<file path="src/design/at8_pkg.sv">
// Purpose: shared constants for the 8-bit timer register block
// Assumes: register indices are byte addresses divided by four
// Notes:   counter, compare b indices are local choices
package at8_pkg;

	// register indices, byte address is index times four
	localparam logic [7:0] IDX_IRQ_FLAGS = 8'h37;
	localparam logic [7:0] IDX_IRQ_MASK  = 8'h70;
	localparam logic [7:0] IDX_CTRL_B    = 8'hB1;
	localparam logic [7:0] IDX_CMP_A     = 8'hB3;
	localparam logic [7:0] IDX_ASYNC     = 8'hB6;
	localparam logic [7:0] IDX_COUNTER   = 8'hC0;
	localparam logic [7:0] IDX_CMP_B     = 8'hC1;

	// control b fields
	localparam int CTLB_FORCE_A = 7;
	localparam int CTLB_FORCE_B = 6;
	localparam int CTLB_WAVE_HI = 3;
	localparam int CTLB_PRESC   = 0;

	// flag and mask fields
	localparam int FLAG_OVF     = 0;
	localparam int FLAG_MATCH_A = 1;
	localparam int FLAG_MATCH_B = 2;

	// async status fields
	localparam int AS_EXT_EN    = 6;
	localparam int AS_ASYNC_SEL = 5;
	localparam int AS_BUSY_CNT  = 4;
	localparam int AS_BUSY_CMPA = 3;
	localparam int AS_BUSY_CMPB = 2;
	localparam int AS_BUSY_CTLA = 1;
	localparam int AS_BUSY_CTLB = 0;

	// reset values
	localparam logic [7:0] RESET_BYTE = 8'h00;

	// wave modes
	localparam logic [2:0] WM_NORMAL    = 3'h0;
	localparam logic [2:0] WM_PC_FULL   = 3'h1;
	localparam logic [2:0] WM_CTC       = 3'h2;
	localparam logic [2:0] WM_FAST_FULL = 3'h3;
	localparam logic [2:0] WM_PC_CMPA   = 3'h5;
	localparam logic [2:0] WM_FAST_CMPA = 3'h7;

	// output modes
	localparam logic [1:0] OM_OFF    = 2'h0;
	localparam logic [1:0] OM_TOGGLE = 2'h1;
	localparam logic [1:0] OM_CLEAR  = 2'h2;
	localparam logic [1:0] OM_SET    = 2'h3;

	// counter limits
	localparam logic [7:0] CNT_MAX    = 8'hFF;
	localparam logic [7:0] CNT_BOTTOM = 8'h00;

	// prescaler
	localparam int PRESC_W = 10;

	// bus answers
	localparam logic [1:0] RESP_OKAY   = 2'h0;
	localparam logic [1:0] RESP_DECERR = 2'h3;

	// clock
	localparam int CLK_PERIOD_NS = 4;

	// divider width for each clock select code: 1, 8, 32, 64, 128, 256, 1024
	function automatic logic [3:0] at8_presc_bits(input logic [2:0] sel);
		unique case (sel)
			3'h2:    at8_presc_bits = 4'h3;
			3'h3:    at8_presc_bits = 4'h5;
			3'h4:    at8_presc_bits = 4'h6;
			3'h5:    at8_presc_bits = 4'h7;
			3'h6:    at8_presc_bits = 4'h8;
			3'h7:    at8_presc_bits = 4'hA;
			default: at8_presc_bits = 4'h0;
		endcase
	endfunction : at8_presc_bits

endpackage : at8_pkg

</file>
<file path="src/design/at8_tick_if.sv">
// Purpose: carries clock source ticks to the prescaler and counter ticks back
// Assumes: single aclk domain
// Notes:   count_tick is combinational
`timescale 1ns/1ps
interface at8_tick_if;
	logic       source_tick;
	logic [2:0] prescale_select;
	logic       count_tick;

	modport core  (output source_tick, output prescale_select, input count_tick);
	modport presc (input source_tick, input prescale_select, output count_tick);
endinterface : at8_tick_if

</file>
<file path="src/design/at8_prescaler.sv">
// Purpose: divides the prescaler source clock ticks by the selected ratio
// Assumes: source_tick is a one-cycle pulse per source clock edge
// Notes:   divider runs freely; select 0 gives no ticks
`timescale 1ns/1ps
module at8_prescaler (
	input wire logic aclk,
	input wire logic aresetn,
	at8_tick_if.presc tick
);
	import at8_pkg::*;

	typedef struct packed {
		logic [PRESC_W-1:0] div;
	} at8_presc_state_type;

	at8_presc_state_type s_q;
	at8_presc_state_type s_d;
	logic [PRESC_W-1:0]  mask;

	// low bits that must all be set for a divided tick
	assign mask = (PRESC_W'(1) << at8_presc_bits(tick.prescale_select)) - PRESC_W'(1);

	// clock select: stop, undivided or divided tick
	assign tick.count_tick = tick.source_tick && (tick.prescale_select != 3'h0)
		&& ((s_q.div & mask) == mask);

	// divider advances on each source tick
	always_comb begin
		s_d = s_q;
		if (tick.source_tick) begin
			s_d.div = s_q.div + PRESC_W'(1);
		end
	end

	// state register
	always_ff @(posedge aclk) begin
		if (!aresetn) begin
			s_q <= '0;
		end else begin
			s_q <= s_d;
		end
	end
endmodule : at8_prescaler

</file>
<file path="src/design/at8_timer.sv">
// Purpose: 8-bit timer with compare channels and async update handshake
// Assumes: AXI4-Lite slave, one aclk domain, timer_osc_pin is sampled
// Notes:   async mode counts rising edges of the synchronised pin
//
// Contract
// - force bit applies match action to output
// - force bits ignored in PWM modes
// - forced match sets no flag, no clear
// - force bits always read zero
// - control b bits 5:4 read zero
// - clock select stops, passes or divides
// - counter readable and writable live
// - counter write blocks next tick's matches
// - compare registers matched continuously with count
// - flags set on matches and overflow
// - phase-correct PWM overflow flag at bottom reversal
// - vector execution clears its flag
// - writing one clears flag, zero keeps
// - request needs mask, flag, global enable
// - external clock buffer versus crystal enable
// - async select picks counter clock source
// - async writes set busy until transfer
// - async status bit 7 reads zero
// - wave mode selects sequence and top
// - non-PWM output modes toggle, clear, set
// - control writes busy too in async
// - counter reads live, others read temporaries
//
// Implementation choice: the AXI4-Lite slave port.
`timescale 1ns/1ps
module at8_timer #(
	parameter int ADDR_W = 12
) (
	input  wire logic              aclk,
	input  wire logic              aresetn,
	input  wire logic [ADDR_W-1:0] s_axi_awaddr,
	input  wire logic              s_axi_awvalid,
	output logic                   s_axi_awready,
	input  wire logic [31:0]       s_axi_wdata,
	input  wire logic [3:0]        s_axi_wstrb,
	input  wire logic              s_axi_wvalid,
	output logic                   s_axi_wready,
	output logic [1:0]             s_axi_bresp,
	output logic                   s_axi_bvalid,
	input  wire logic              s_axi_bready,
	input  wire logic [ADDR_W-1:0] s_axi_araddr,
	input  wire logic              s_axi_arvalid,
	output logic                   s_axi_arready,
	output logic [31:0]            s_axi_rdata,
	output logic [1:0]             s_axi_rresp,
	output logic                   s_axi_rvalid,
	input  wire logic              s_axi_rready,
	input  wire logic              timer_osc_pin,
	input  wire logic [1:0]        wave_mode_lower_bits,
	input  wire logic [1:0]        output_mode_a,
	input  wire logic [1:0]        output_mode_b,
	input  wire logic              control_a_write,
	input  wire logic              global_irq_enable,
	input  wire logic [2:0]        irq_vector_ack,
	output logic [2:0]             irq_request,
	output logic                   wave_out_a,
	output logic                   wave_out_a_oe,
	output logic                   wave_out_b,
	output logic                   wave_out_b_oe,
	output logic                   osc_buffer_enable,
	output logic                   crystal_osc_enable
);
	import at8_pkg::*;

	typedef struct packed {
		logic       aw_got;
		logic [7:0] aw_idx;
		logic       w_got;
		logic [7:0] wdata;
		logic       wlane;
		logic       bvalid;
		logic [1:0] bresp;
		logic       rvalid;
		logic [7:0] rdata;
		logic [1:0] rresp;
		logic       osc_s1;
		logic       osc_s2;
		logic       osc_s3;
		logic [2:0] irq_mask;
		logic [2:0] irq_flags;
		logic       ext_en;
		logic       async_sel;
		logic [4:0] busy;
		logic       wave_hi_tmp;
		logic [2:0] presc_tmp;
		logic       wave_hi;
		logic [2:0] presc;
		logic [7:0] cmpa_tmp;
		logic [7:0] cmpa;
		logic [7:0] cmpb_tmp;
		logic [7:0] cmpb;
		logic [7:0] cnt;
		logic [7:0] cnt_tmp;
		logic       cnt_pend;
		logic       block_match;
		logic       count_down;
		logic       wave_a;
		logic       wave_b;
	} at8_state_type;

	at8_state_type s_q;
	at8_state_type s_d;
	at8_tick_if    tick ();

	logic [2:0] wave_mode;
	logic       pwm;
	logic       phase_pwm;
	logic [7:0] top;
	logic       tick_ok;
	logic       match_a;
	logic       match_b;
	logic       at_top;
	logic       osc_rise;
	logic       wr_fire;
	logic       wr_on;
	logic [7:0] ar_idx;
	logic [2:0] flag_set;

	// true for every register index this block answers
	function automatic logic at8_known(input logic [7:0] idx);
		at8_known = (idx == IDX_IRQ_FLAGS) || (idx == IDX_IRQ_MASK) || (idx == IDX_CTRL_B)
			|| (idx == IDX_CMP_A) || (idx == IDX_ASYNC) || (idx == IDX_COUNTER)
			|| (idx == IDX_CMP_B);
	endfunction : at8_known

	// output level after a compare event for one channel
	function automatic logic at8_wave_next(input logic cur, input logic [1:0] om,
		input logic [2:0] wm, input logic hit, input logic bottom, input logic down,
		input logic may_toggle);
		logic is_pwm;
		logic is_phase;
		is_pwm   = wm[0];
		is_phase = wm[0] && !wm[1];
		at8_wave_next = cur;
		if (!is_pwm) begin
			if (hit) begin
				unique case (om)
					OM_TOGGLE: at8_wave_next = !cur;
					OM_CLEAR:  at8_wave_next = 1'b0;
					OM_SET:    at8_wave_next = 1'b1;
					OM_OFF:    at8_wave_next = cur;
				endcase
			end
		end else if (om == OM_TOGGLE) begin
			if (hit && may_toggle) begin
				at8_wave_next = !cur;
			end
		end else if (om != OM_OFF) begin
			if (is_phase) begin
				if (hit) begin
					at8_wave_next = (om == OM_CLEAR) ? down : !down;
				end
			end else if (hit) begin
				at8_wave_next = (om == OM_SET);
			end else if (bottom) begin
				at8_wave_next = (om == OM_CLEAR);
			end
		end
	endfunction : at8_wave_next

	// mode decode
	assign wave_mode = {s_q.wave_hi, wave_mode_lower_bits};
	assign pwm       = wave_mode[0];
	assign phase_pwm = wave_mode[0] && !wave_mode[1];
	assign top       = ((wave_mode == WM_CTC) || (wave_mode == WM_PC_CMPA)
		|| (wave_mode == WM_FAST_CMPA)) ? s_q.cmpa : CNT_MAX;
	assign at_top    = (s_q.cnt == top);

	// timer clock source, undivided
	assign osc_rise              = s_q.osc_s2 && !s_q.osc_s3;
	assign tick.source_tick      = s_q.async_sel ? osc_rise : 1'b1;
	assign tick.prescale_select  = s_q.presc;
	assign tick_ok               = tick.count_tick && !s_q.cnt_pend;

	// continuous compare, suppressed right after a counter write
	assign match_a = tick_ok && (s_q.cnt == s_q.cmpa) && !s_q.block_match;
	assign match_b = tick_ok && (s_q.cnt == s_q.cmpb) && !s_q.block_match;

	// bus decode
	assign wr_fire = s_q.aw_got && s_q.w_got;
	assign wr_on   = wr_fire && s_q.wlane && at8_known(s_q.aw_idx);
	assign ar_idx  = s_axi_araddr[9:2];

	at8_prescaler u_presc (
		.aclk    (aclk),
		.aresetn (aresetn),
		.tick    (tick.presc)
	);

	// next state
	always_comb begin
		s_d = s_q;
		flag_set = 3'h0;

		// two-stage pin synchroniser plus edge history
		s_d.osc_s1 = timer_osc_pin;
		s_d.osc_s2 = s_q.osc_s1;
		s_d.osc_s3 = s_q.osc_s2;

		// write address and data, taken in either order
		if (s_axi_awvalid && !s_q.aw_got && !s_q.bvalid) begin
			s_d.aw_got = 1'b1;
			s_d.aw_idx = s_axi_awaddr[9:2];
		end
		if (s_axi_wvalid && !s_q.w_got && !s_q.bvalid) begin
			s_d.w_got = 1'b1;
			s_d.wdata = s_axi_wdata[7:0];
			s_d.wlane = s_axi_wstrb[0];
		end
		if (wr_fire) begin
			s_d.aw_got = 1'b0;
			s_d.w_got  = 1'b0;
			s_d.bvalid = 1'b1;
			s_d.bresp  = at8_known(s_q.aw_idx) ? RESP_OKAY : RESP_DECERR;
		end
		if (s_q.bvalid && s_axi_bready) begin
			s_d.bvalid = 1'b0;
		end

		// read answer one cycle after the address
		if (s_axi_arvalid && !s_q.rvalid) begin
			s_d.rvalid = 1'b1;
			s_d.rresp  = at8_known(ar_idx) ? RESP_OKAY : RESP_DECERR;
			unique case (ar_idx)
				IDX_IRQ_FLAGS: s_d.rdata = {5'h00, s_q.irq_flags};
				IDX_IRQ_MASK:  s_d.rdata = {5'h00, s_q.irq_mask};
				IDX_CTRL_B:    s_d.rdata = {4'h0, s_q.wave_hi_tmp, s_q.presc_tmp};
				IDX_CMP_A:     s_d.rdata = s_q.cmpa_tmp;
				IDX_CMP_B:     s_d.rdata = s_q.cmpb_tmp;
				IDX_COUNTER:   s_d.rdata = s_q.cnt;
				IDX_ASYNC:     s_d.rdata = {1'b0, s_q.ext_en, s_q.async_sel, s_q.busy};
				default:       s_d.rdata = 8'h00;
			endcase
		end else if (s_q.rvalid && s_axi_rready) begin
			s_d.rvalid = 1'b0;
		end

		// temporaries move into the working registers: at once when
		// synchronous, on the next source tick when asynchronous
		if (!s_q.async_sel || tick.source_tick) begin
			s_d.wave_hi = s_q.wave_hi_tmp;
			s_d.presc   = s_q.presc_tmp;
			s_d.cmpa    = s_q.cmpa_tmp;
			s_d.cmpb    = s_q.cmpb_tmp;
			s_d.busy    = 5'h00;
		end

		// counter sequence on each selected timer tick
		if (tick_ok) begin
			if (s_q.block_match) begin
				s_d.block_match = 1'b0;
			end
			if (phase_pwm) begin
				if (!s_q.count_down && at_top) begin
					s_d.count_down = 1'b1;
					s_d.cnt        = s_q.cnt - 8'h01;
				end else if (s_q.count_down && (s_q.cnt == CNT_BOTTOM)) begin
					s_d.count_down = 1'b0;
					s_d.cnt        = s_q.cnt + 8'h01;
					flag_set[FLAG_OVF] = 1'b1;
				end else begin
					s_d.cnt = s_q.count_down ? s_q.cnt - 8'h01 : s_q.cnt + 8'h01;
				end
			end else begin
				s_d.count_down = 1'b0;
				s_d.cnt        = at_top ? CNT_BOTTOM : s_q.cnt + 8'h01;
				if ((wave_mode == WM_FAST_CMPA) ? at_top : (s_q.cnt == CNT_MAX)) begin
					flag_set[FLAG_OVF] = 1'b1;
				end
			end
		end

		// compare flags and waveform outputs
		flag_set[FLAG_MATCH_A] = match_a;
		flag_set[FLAG_MATCH_B] = match_b;
		s_d.wave_a = at8_wave_next(s_q.wave_a, output_mode_a, wave_mode, match_a,
			tick_ok && at_top, s_q.count_down, s_q.wave_hi);
		s_d.wave_b = at8_wave_next(s_q.wave_b, output_mode_b, wave_mode, match_b,
			tick_ok && at_top, s_q.count_down, 1'b0);

		// first control register written elsewhere, busy flagged here
		if (control_a_write && s_q.async_sel) begin
			s_d.busy[AS_BUSY_CTLA] = 1'b1;
		end

		// pending counter load lands on the source tick
		if (s_q.cnt_pend && tick.source_tick) begin
			s_d.cnt         = s_q.cnt_tmp;
			s_d.cnt_pend    = 1'b0;
			s_d.block_match = 1'b1;
		end

		// vector execution clears its flag, a same-cycle event wins
		s_d.irq_flags = (s_d.irq_flags & ~irq_vector_ack) | flag_set;

		// register writes
		if (wr_on) begin
			unique case (s_q.aw_idx)
				IDX_IRQ_FLAGS: begin
					s_d.irq_flags = s_d.irq_flags & ~(s_q.wdata[2:0] & ~flag_set);
				end
				IDX_IRQ_MASK: begin
					s_d.irq_mask = s_q.wdata[2:0];
				end
				IDX_CTRL_B: begin
					s_d.wave_hi_tmp = s_q.wdata[CTLB_WAVE_HI];
					s_d.presc_tmp   = s_q.wdata[CTLB_PRESC +: 3];
					if (s_q.async_sel) begin
						s_d.busy[AS_BUSY_CTLB] = 1'b1;
					end
					// forced match: output only, no flag, no counter clear
					if (!pwm && s_q.wdata[CTLB_FORCE_A]) begin
						s_d.wave_a = at8_wave_next(s_q.wave_a, output_mode_a, wave_mode,
							1'b1, 1'b0, 1'b0, 1'b0);
					end
					if (!pwm && s_q.wdata[CTLB_FORCE_B]) begin
						s_d.wave_b = at8_wave_next(s_q.wave_b, output_mode_b, wave_mode,
							1'b1, 1'b0, 1'b0, 1'b0);
					end
				end
				IDX_CMP_A: begin
					s_d.cmpa_tmp = s_q.wdata;
					if (s_q.async_sel) begin
						s_d.busy[AS_BUSY_CMPA] = 1'b1;
					end
				end
				IDX_CMP_B: begin
					s_d.cmpb_tmp = s_q.wdata;
					if (s_q.async_sel) begin
						s_d.busy[AS_BUSY_CMPB] = 1'b1;
					end
				end
				IDX_COUNTER: begin
					if (s_q.async_sel) begin
						s_d.cnt_tmp           = s_q.wdata;
						s_d.cnt_pend          = 1'b1;
						s_d.busy[AS_BUSY_CNT] = 1'b1;
					end else begin
						s_d.cnt         = s_q.wdata;
						s_d.block_match = 1'b1;
					end
				end
				IDX_ASYNC: begin
					s_d.ext_en    = s_q.wdata[AS_EXT_EN];
					s_d.async_sel = s_q.wdata[AS_ASYNC_SEL];
				end
				default: begin
					s_d.irq_mask = s_q.irq_mask;
				end
			endcase
		end
	end

	// state register
	always_ff @(posedge aclk) begin
		if (!aresetn) begin
			s_q <= '0;
		end else begin
			s_q <= s_d;
		end
	end

	// bus handshakes
	assign s_axi_awready = !s_q.aw_got && !s_q.bvalid;
	assign s_axi_wready  = !s_q.w_got && !s_q.bvalid;
	assign s_axi_bvalid  = s_q.bvalid;
	assign s_axi_bresp   = s_q.bresp;
	assign s_axi_arready = !s_q.rvalid;
	assign s_axi_rvalid  = s_q.rvalid;
	assign s_axi_rresp   = s_q.rresp;
	assign s_axi_rdata   = {24'h000000, s_q.rdata};

	// interrupt requests
	assign irq_request = s_q.irq_mask & s_q.irq_flags & {3{global_irq_enable}};

	// oscillator pin front end
	assign osc_buffer_enable  = s_q.ext_en && s_q.async_sel;
	assign crystal_osc_enable = !s_q.ext_en;

	// waveform pins, disconnected in off and reserved output modes
	assign wave_out_a    = s_q.wave_a;
	assign wave_out_b    = s_q.wave_b;
	assign wave_out_a_oe = (output_mode_a != OM_OFF)
		&& !(pwm && (output_mode_a == OM_TOGGLE) && !s_q.wave_hi);
	assign wave_out_b_oe = (output_mode_b != OM_OFF)
		&& !(pwm && (output_mode_b == OM_TOGGLE));
endmodule : at8_timer

</file>
<file path="config.mk">
export PLATFORM = sky130hd
export DESIGN_NAME = at8_timer
export DESIGN_NICKNAME = d
export VERILOG_FILES = /design/src/design/at8_pkg.sv /design/src/design/at8_tick_if.sv /design/src/design/at8_prescaler.sv /design/src/design/at8_timer.sv
export SDC_FILE = /design/constraint.sdc
export NUM_CORES = 1
export LEC_CHECK = 0
export BUFFER_PORTS_ARGS = -buffer_cell sky130_fd_sc_hd__buf_2
export CAP_MARGIN = 0
export CORE_ASPECT_RATIO = 0.75
export CORE_MARGIN = 2
export CORE_UTILIZATION = 56
export CTS_CLUSTER_SIZE = 30
export DETAILED_ROUTE_END_ITERATION = 7
export PLACE_DENSITY = 0.81
export SLEW_MARGIN = 20
export SYNTH_ARGS = -nofsm -noshare
export SYNTH_HDL_FRONTEND = slang
export SYNTH_SLANG_ARGS = --single-unit
</file>
<file path="constraint.sdc">
create_clock -name aclk -period 4 [get_ports aclk]
set_input_delay 0 -clock aclk [delete_from_list [all_inputs] [get_ports aclk]]
set_output_delay 0 -clock aclk [all_outputs]
set_load 0.01 [all_outputs]
</file>
==> flow_summary.ini, run 1 <==
[outcome]
status = finished, final reports clean

[worst_hold_path]
hold_path.class = in2reg

[floorplan]
fp.dieH_um = 96.9
io_pins = 129
start_util_pct = 58.2
rows = 33
dieArea_sq_um = 12400
die_w_um = 128
design.core.area_sq_um = 11100

[power_and_ir_drop]
p_leak_nw = 3.10
p_total_mw = 2.93
clockPowerShare_pct = 51.0
p_switching_uw = 687
peakVddDrop_mv = 0.334
internal_power_mw = 2.24
power_frac_seq_pct = 42.1
power_frac_comb_pct = 6.9
sw_frac_of_total_pct = 23.4
p_per_area_nw_per_um2 = 391

[global_routing]
grt_antenna_before_repair = 0
grt_max_degree = 73
grt_pass1_wl_um = 28300
grt-ovfl-total = 0
grt_usage_pct = 28.6
grt_pass1_vias = 5564

[finish]
area_growth_pct = 16.3
nets = 964
finalNonFillerCells = 1034
final_util_pct = 67.7
fillers = 879
post_route_cells_drive_above_1_share_pct = 13.5
diodes = 0

[cts]
clockBufferDepth = 2
cts_tree = built
cts-resized-gates = 0
clockRootBuffer = clkbuf_16
cts.sinks = 118
clk_latency_ps = 410
cts.clk_slew.worst_paths_ps = 50
cts_buffers = 17
htree_levels = 4
ctsHoldBuffers = 29
post-cts-setup-buffer-count = 0

[setup_path]
cp-start-kind = flip-flop
path_cells = or2_2 -> ha_1 -> nor2_1 -> a211oi_2 -> o2111ai_1 -> nor4_1 -> nor4_1 -> o311a_1 -> a2111oi_0 -> a311oi_1 -> dlygate4sd3_1
crit_start = tick.prescale_select[2]
rrSetupSlack_ps = 240
worstReg2RegStart = tick.prescale_select[2]
r2r_cells = 11
r2r-end = wave_out_b
critPathMaxStageDelay_ps = 700
cp_data_arrival_time_ps = 4060
cp_data_required_time_ps = 4300
endpoint = wave_out_b
critical_path_class = reg2reg
path_common_cell = nor4_1
cpMaxStageDelayCell = nor4_1
worstPathMaxFanout = 10
cp-end-kind = flip-flop

[timing]
hold_viol_final = 0
fin_skew_ps = 6.45
fin_crit_sh_pct = 94.1
final-setup-viol-count = 0
fmaxAchievable_mhz = 266
relSlewSlack_pct = 40.4
fin_tns_setup_ps = 0
rsz0062_at_grt = no
worst_pin_slew_ps = 885
hold_ws_ps = 83.2
post-route-min-period_ps = 3760
slew_viol_final = 0

[synth]
netlist_instances = 824
async_flop_share_pct = 0
synth-edff-count = 0
synth_common_cells = 122 x nand2_1, 118 x dfxtp_1, 84 x nor2_1
avgSynthCellArea_sq_um = 7.81
ys_types = 67
syn_area_sq_um = 6440
yosysTopAreaCell = dfxtp_1
synthFlopType = dfxtp_1
synth_area_leaders = dfxtp_1 37%, nand2_1 7.1%, mux2i_1 7.0%
yosysMostFrequentCell = nand2_1
ys_ff_latch = 118
ys_seq_area_share_pct = 36.7
synth_warnings = 0
netlist.area_leader.share_pct = 36.7

[drt]
vias = 6285
drt_iter0_drc = 778
drt-total-wl_um = 18000
vias_per_cell = 6.08
first_pass_iters = 6
drc = 0
ant_nets = 0
wire_per_inst_um = 17.4

[placed_design]
dp_hpwl_um = 11700
dp.cells = 972
portBuffers = 69
gp_congestion = 0.943

[job]
maxCapViolations = 0
cells by family after synthesis:
| family | count (synthesis) | synth area share, % |
|---|---|---|
| xor+xnor | 21 | 2.86 |
| buf+inv | 111 | 8.77 |
| flops | 118 | 36.7 |
| mux | 46 | 7.17 |
| simple gates | 354 | 26.6 |
| fa+ha+maj | 4 | 0.777 |
| other cells | 2 | 0.117 |
| compound gates | 168 | 17.0 |
routing by layer:
metal  wire length [um]  GRT usage [%]
met4                593           11.3
met2               7810           41.7
met5                  0              0
met3               1760           6.64
met1               7820           40.7
registers in the layout, summed over array words and instances (netlist names):
name                  count
s_axi_bresp               1
s_axi_bvalid              1
s_axi_rdata               8
s_axi_rresp               1
s_axi_rvalid              1
s_d                       2
s_q                      89
tick.prescale_select      3
u_presc.s_q              10
wave_out_a                1
wave_out_b                1
worst min-delay path by stage:
stage	slack, ps	end	start	cells after the start
finish	80	s_q[109]	s_axi_awvalid	3
global route	130	s_q[109]	s_axi_awvalid	3
CTS	10	s_q[70]	irq_vector_ack[2]	3
detailed placement	190	s_axi_rvalid	s_axi_rready	2
global placement	180	s_axi_rvalid	s_axi_rready	2
floorplan	100	s_axi_rvalid	s_axi_rready	1
final cells by class:
type / count / area [sq um] / area share (%)
clock buffer: 23 / 478 / 6.38
timing repair buffer: 106 / 698 / 9.33
clock inverter: 9 / 100 / 1.34
tap: 140 / 175 / 2.34
sequential: 118 / 2360 / 31.6
inverter: 20 / 75.1 / 1.00
multi-input combinational: 618 / 3600 / 48.1
per-stage QoR:
| step | cell area [sq um] | worst slack (ps) |
|---|---|---|
| final | 7490 | 236 |
| after detailed placement | 6610 | 712 |
| after floorplan | 6520 | 1020 |
| after CTS | 7480 | 323 |
| after global placement | 6610 | 785 |
| after global routing | 7490 | 112 |
power by group through the flow:
| stage | Clock, mW | Sequential (mW) | Combinational, mW |
|---|---|---|---|
| 3_5_place_dp | 0 | 1.26 | 0.173 |
| 4_1_cts | 1.50 | 1.23 | 0.196 |
| 6_report | 1.49 | 1.23 | 0.201 |
| 2_1_floorplan | 0 | 1.24 | 0.144 |
| 5_1_grt | 1.55 | 1.24 | 0.222 |
| 3_3_place_gp | 0 | 1.26 | 0.170 |
worst max-delay path: cells and delay by family, from the launching register on:
| kind | cells | cell delay, ps |
|---|---|---|
| AO/OA/AOI/OAI | 5 | 1210 |
| adder cells (fa/ha/maj) | 1 | 290 |
| buffers and inverters | 1 | 580 |
| flip-flops | 1 | 390 |
| AND/OR/NAND/NOR | 4 | 1200 |
placed cells by master, fill, tap and decap left out, types with 4 or more instances in the layout:
cell type,instances
a2111oi_2,4
a211o_1,4
a211oi_1,6
a21oi_1,75
a22oi_1,12
a31oi_1,7
and2_1,11
and3_1,12
buf_2,69
buf_4,7
clkbuf_16,17
clkinv_2,5
conb_1,25
dfxtp_1,118
dlygate4sd3_1,30
ha_1,4
inv_1,19
mux2i_1,45
nand2_1,122
nand2b_1,12
nand3_1,22
nand3b_1,6
nand4_1,8
nand4b_1,4
nor2_1,84
nor2b_1,11
nor3_1,18
nor4_1,11
nor4b_1,4
o211ai_1,10
o21ai_0,17
o22ai_1,4
or2_2,4
or3_1,13
xnor2_1,6
xor2_1,15
No activity file was read; power rests on OpenSTA's default activity.
==> run 2, diff against run 1 <==
==> constraint.sdc (replaced) <==
create_clock -name aclk -period 3.5 [get_ports aclk]
set_input_delay 0.7 -clock aclk [delete_from_list [all_inputs] [get_ports aclk]]
set_output_delay 0.7 -clock aclk [all_outputs]
set_load 0.01 [all_outputs]
==> flow_summary.ini, run 2 (synthesis gave the netlist of run 1 again) <==
[floorplan]
die_w_um = 128
dieArea_sq_um = 12400
fp.dieH_um = 96.9
start_util_pct = 58.2
design.core.area_sq_um = 11100
rows = 33
io_pins = 129

[power_and_ir_drop]
power_frac_comb_pct = 5.9
clockPowerShare_pct = 53.3
peakVddDrop_mv = 0.342
p_per_area_nw_per_um2 = 475
p_total_mw = 3.46
internal_power_mw = 2.67
sw_frac_of_total_pct = 22.8
power_frac_seq_pct = 40.7
p_switching_uw = 790
p_leak_nw = 3.01

[job]
maxCapViolations = 0

[placed_design]
dp_slack_ps = 390
portBuffers = 69
gp_congestion = 0.935
dp_hpwl_um = 11700

[drt]
vias = 5995
wire_per_inst_um = 16.8
first_pass_iters = 6
drt-total-wl_um = 17000
ant_nets = 0
drt_iter0_drc = 700
vias_per_cell = 5.95
drc = 0

[timing]
slew_viol_final = 0
relSlewSlack_pct = 43.3
fmaxAchievable_mhz = 316
post-route-min-period_ps = 3170
worst_pin_slew_ps = 850
fin_skew_ps = 6.96
rsz0062_at_grt = no
fin_crit_sh_pct = 90.5
fin_ws_ps = 334
hold_viol_final = 0
final-setup-viol-count = 0
fin_tns_setup_ps = 0

[global_routing]
grt_max_degree = 56
grt_pass1_wl_um = 27800
grt_usage_pct = 27.8
grt-ovfl-total = 0
grt_antenna_before_repair = 0
grt_pass1_vias = 5519

[finish]
regMostFlops = s_q
layout_common_cells = 122 x nand2_1, 118 x dfxtp_1, 84 x nor2_1, 75 x a21oi_1, 69 x buf_2
mostFrequentLayoutCell = nand2_1
post_route_cells_drive_above_1_share_pct = 14.5
area_growth_pct = 13.1
nets = 938
largest_reg_flops = 89
diodes = 0

[setup_path]
r2r-end = s_q[18]
cpMaxStageDelayCell = or3_1
r2r_cells = 11
cp_data_arrival_time_ps = 3490
worstReg2RegStart = tick.prescale_select[2]
path_cells = or2_2 -> ha_1 -> nor2_1 -> a211oi_2 -> o2111ai_1 -> or3_1 -> buf_4 -> or3_1 -> a211oi_1 -> nor4b_1 -> o31ai_1
worstPathMaxFanout = 14
critical_path_class = reg2reg
rrSetupSlack_ps = 330
cp_data_required_time_ps = 3820
critPathMaxStageDelay_ps = 410
cp-start-kind = flip-flop
path_common_cell = or3_1
cp-end-kind = flip-flop

[worst_hold_path]
min_path_cells = 2
min_from = s_q[40]
min_to = s_q[40]
hold_path.class = reg2reg

[outcome]
status = finished, final reports clean

[cts]
cts.sinks = 118
cts_tree = built
clockRootBuffer = clkbuf_16
cts_buffers = 17
htree_levels = 4
post-cts-setup-buffer-count = 0
cts-resized-gates = 0
clockBufferDepth = 2
clk_latency_ps = 410
ctsHoldBuffers = 0
cts.clk_slew.worst_paths_ps = 60
## run 2: worst max path at each step
stage	start	end	slack (ps)	cells past startpoint
after floorplan	tick.prescale_select[2]	wave_out_a	520	13
after global routing	tick.prescale_select[2]	wave_out_b	150	11
final	tick.prescale_select[2]	s_q[18]	330	11
after CTS	tick.prescale_select[2]	s_q[18]	360	11
after detailed placement	tick.prescale_select[2]	s_q[18]	390	11
after global placement	tick.prescale_select[2]	wave_out_a	460	10
## run 2: metrics by stage
step / area [sq um] / std cells / utilization, % / hold WS, ps
detailed placement: 6650 / 976 / 60.1 / 447
global placement: 6650 / 976 / 60.1 / 441
floorplan: 6520 / 847 / - / 412
finish: 7280 / 1007 / 65.8 / 458
global route: 7280 / 1007 / 65.8 / 475
CTS: 7280 / 1007 / 65.8 / 456
## run 2: power groups by stage
| stage | logic (mW) | clock network (mW) | registers [mW] |
|---|---|---|---|
| after floorplan | 0.164 | 0 | 1.42 |
| final | 0.206 | 1.85 | 1.41 |
| after global placement | 0.198 | 0 | 1.44 |
| after detailed placement | 0.201 | 0 | 1.44 |
| after CTS | 0.204 | 1.86 | 1.41 |
| after global routing | 0.229 | 1.93 | 1.41 |
## run 2: cell type report
type                    count  area [sq um]
fillers                   896          3790
multi-input cells         618          3600
flip-flops and latches    118          2360
clock buffers              20           457
repair buffers             80           440
well taps                 140           175
clock inverters            11           173
inverters                  20          75.1
## run 2: critical path, delay by kind of cell (launching register included)
family          cells  cell delay, ps
flops               1             390
fa+ha+maj           1             290
buf+inv             1             200
simple gates        5            1240
compound gates      4             940
## run 2: layer usage
layer	wire, um	vias up	part of all wire, %	global-route usage (%)
li1	-	2894	-	-
met1	7720	2798	46	40.2
met2	7410	269	44	40.9
met3	1490	34	8.8	5.86
met4	349	0	2.1	9.89
met5	0	-	0	0
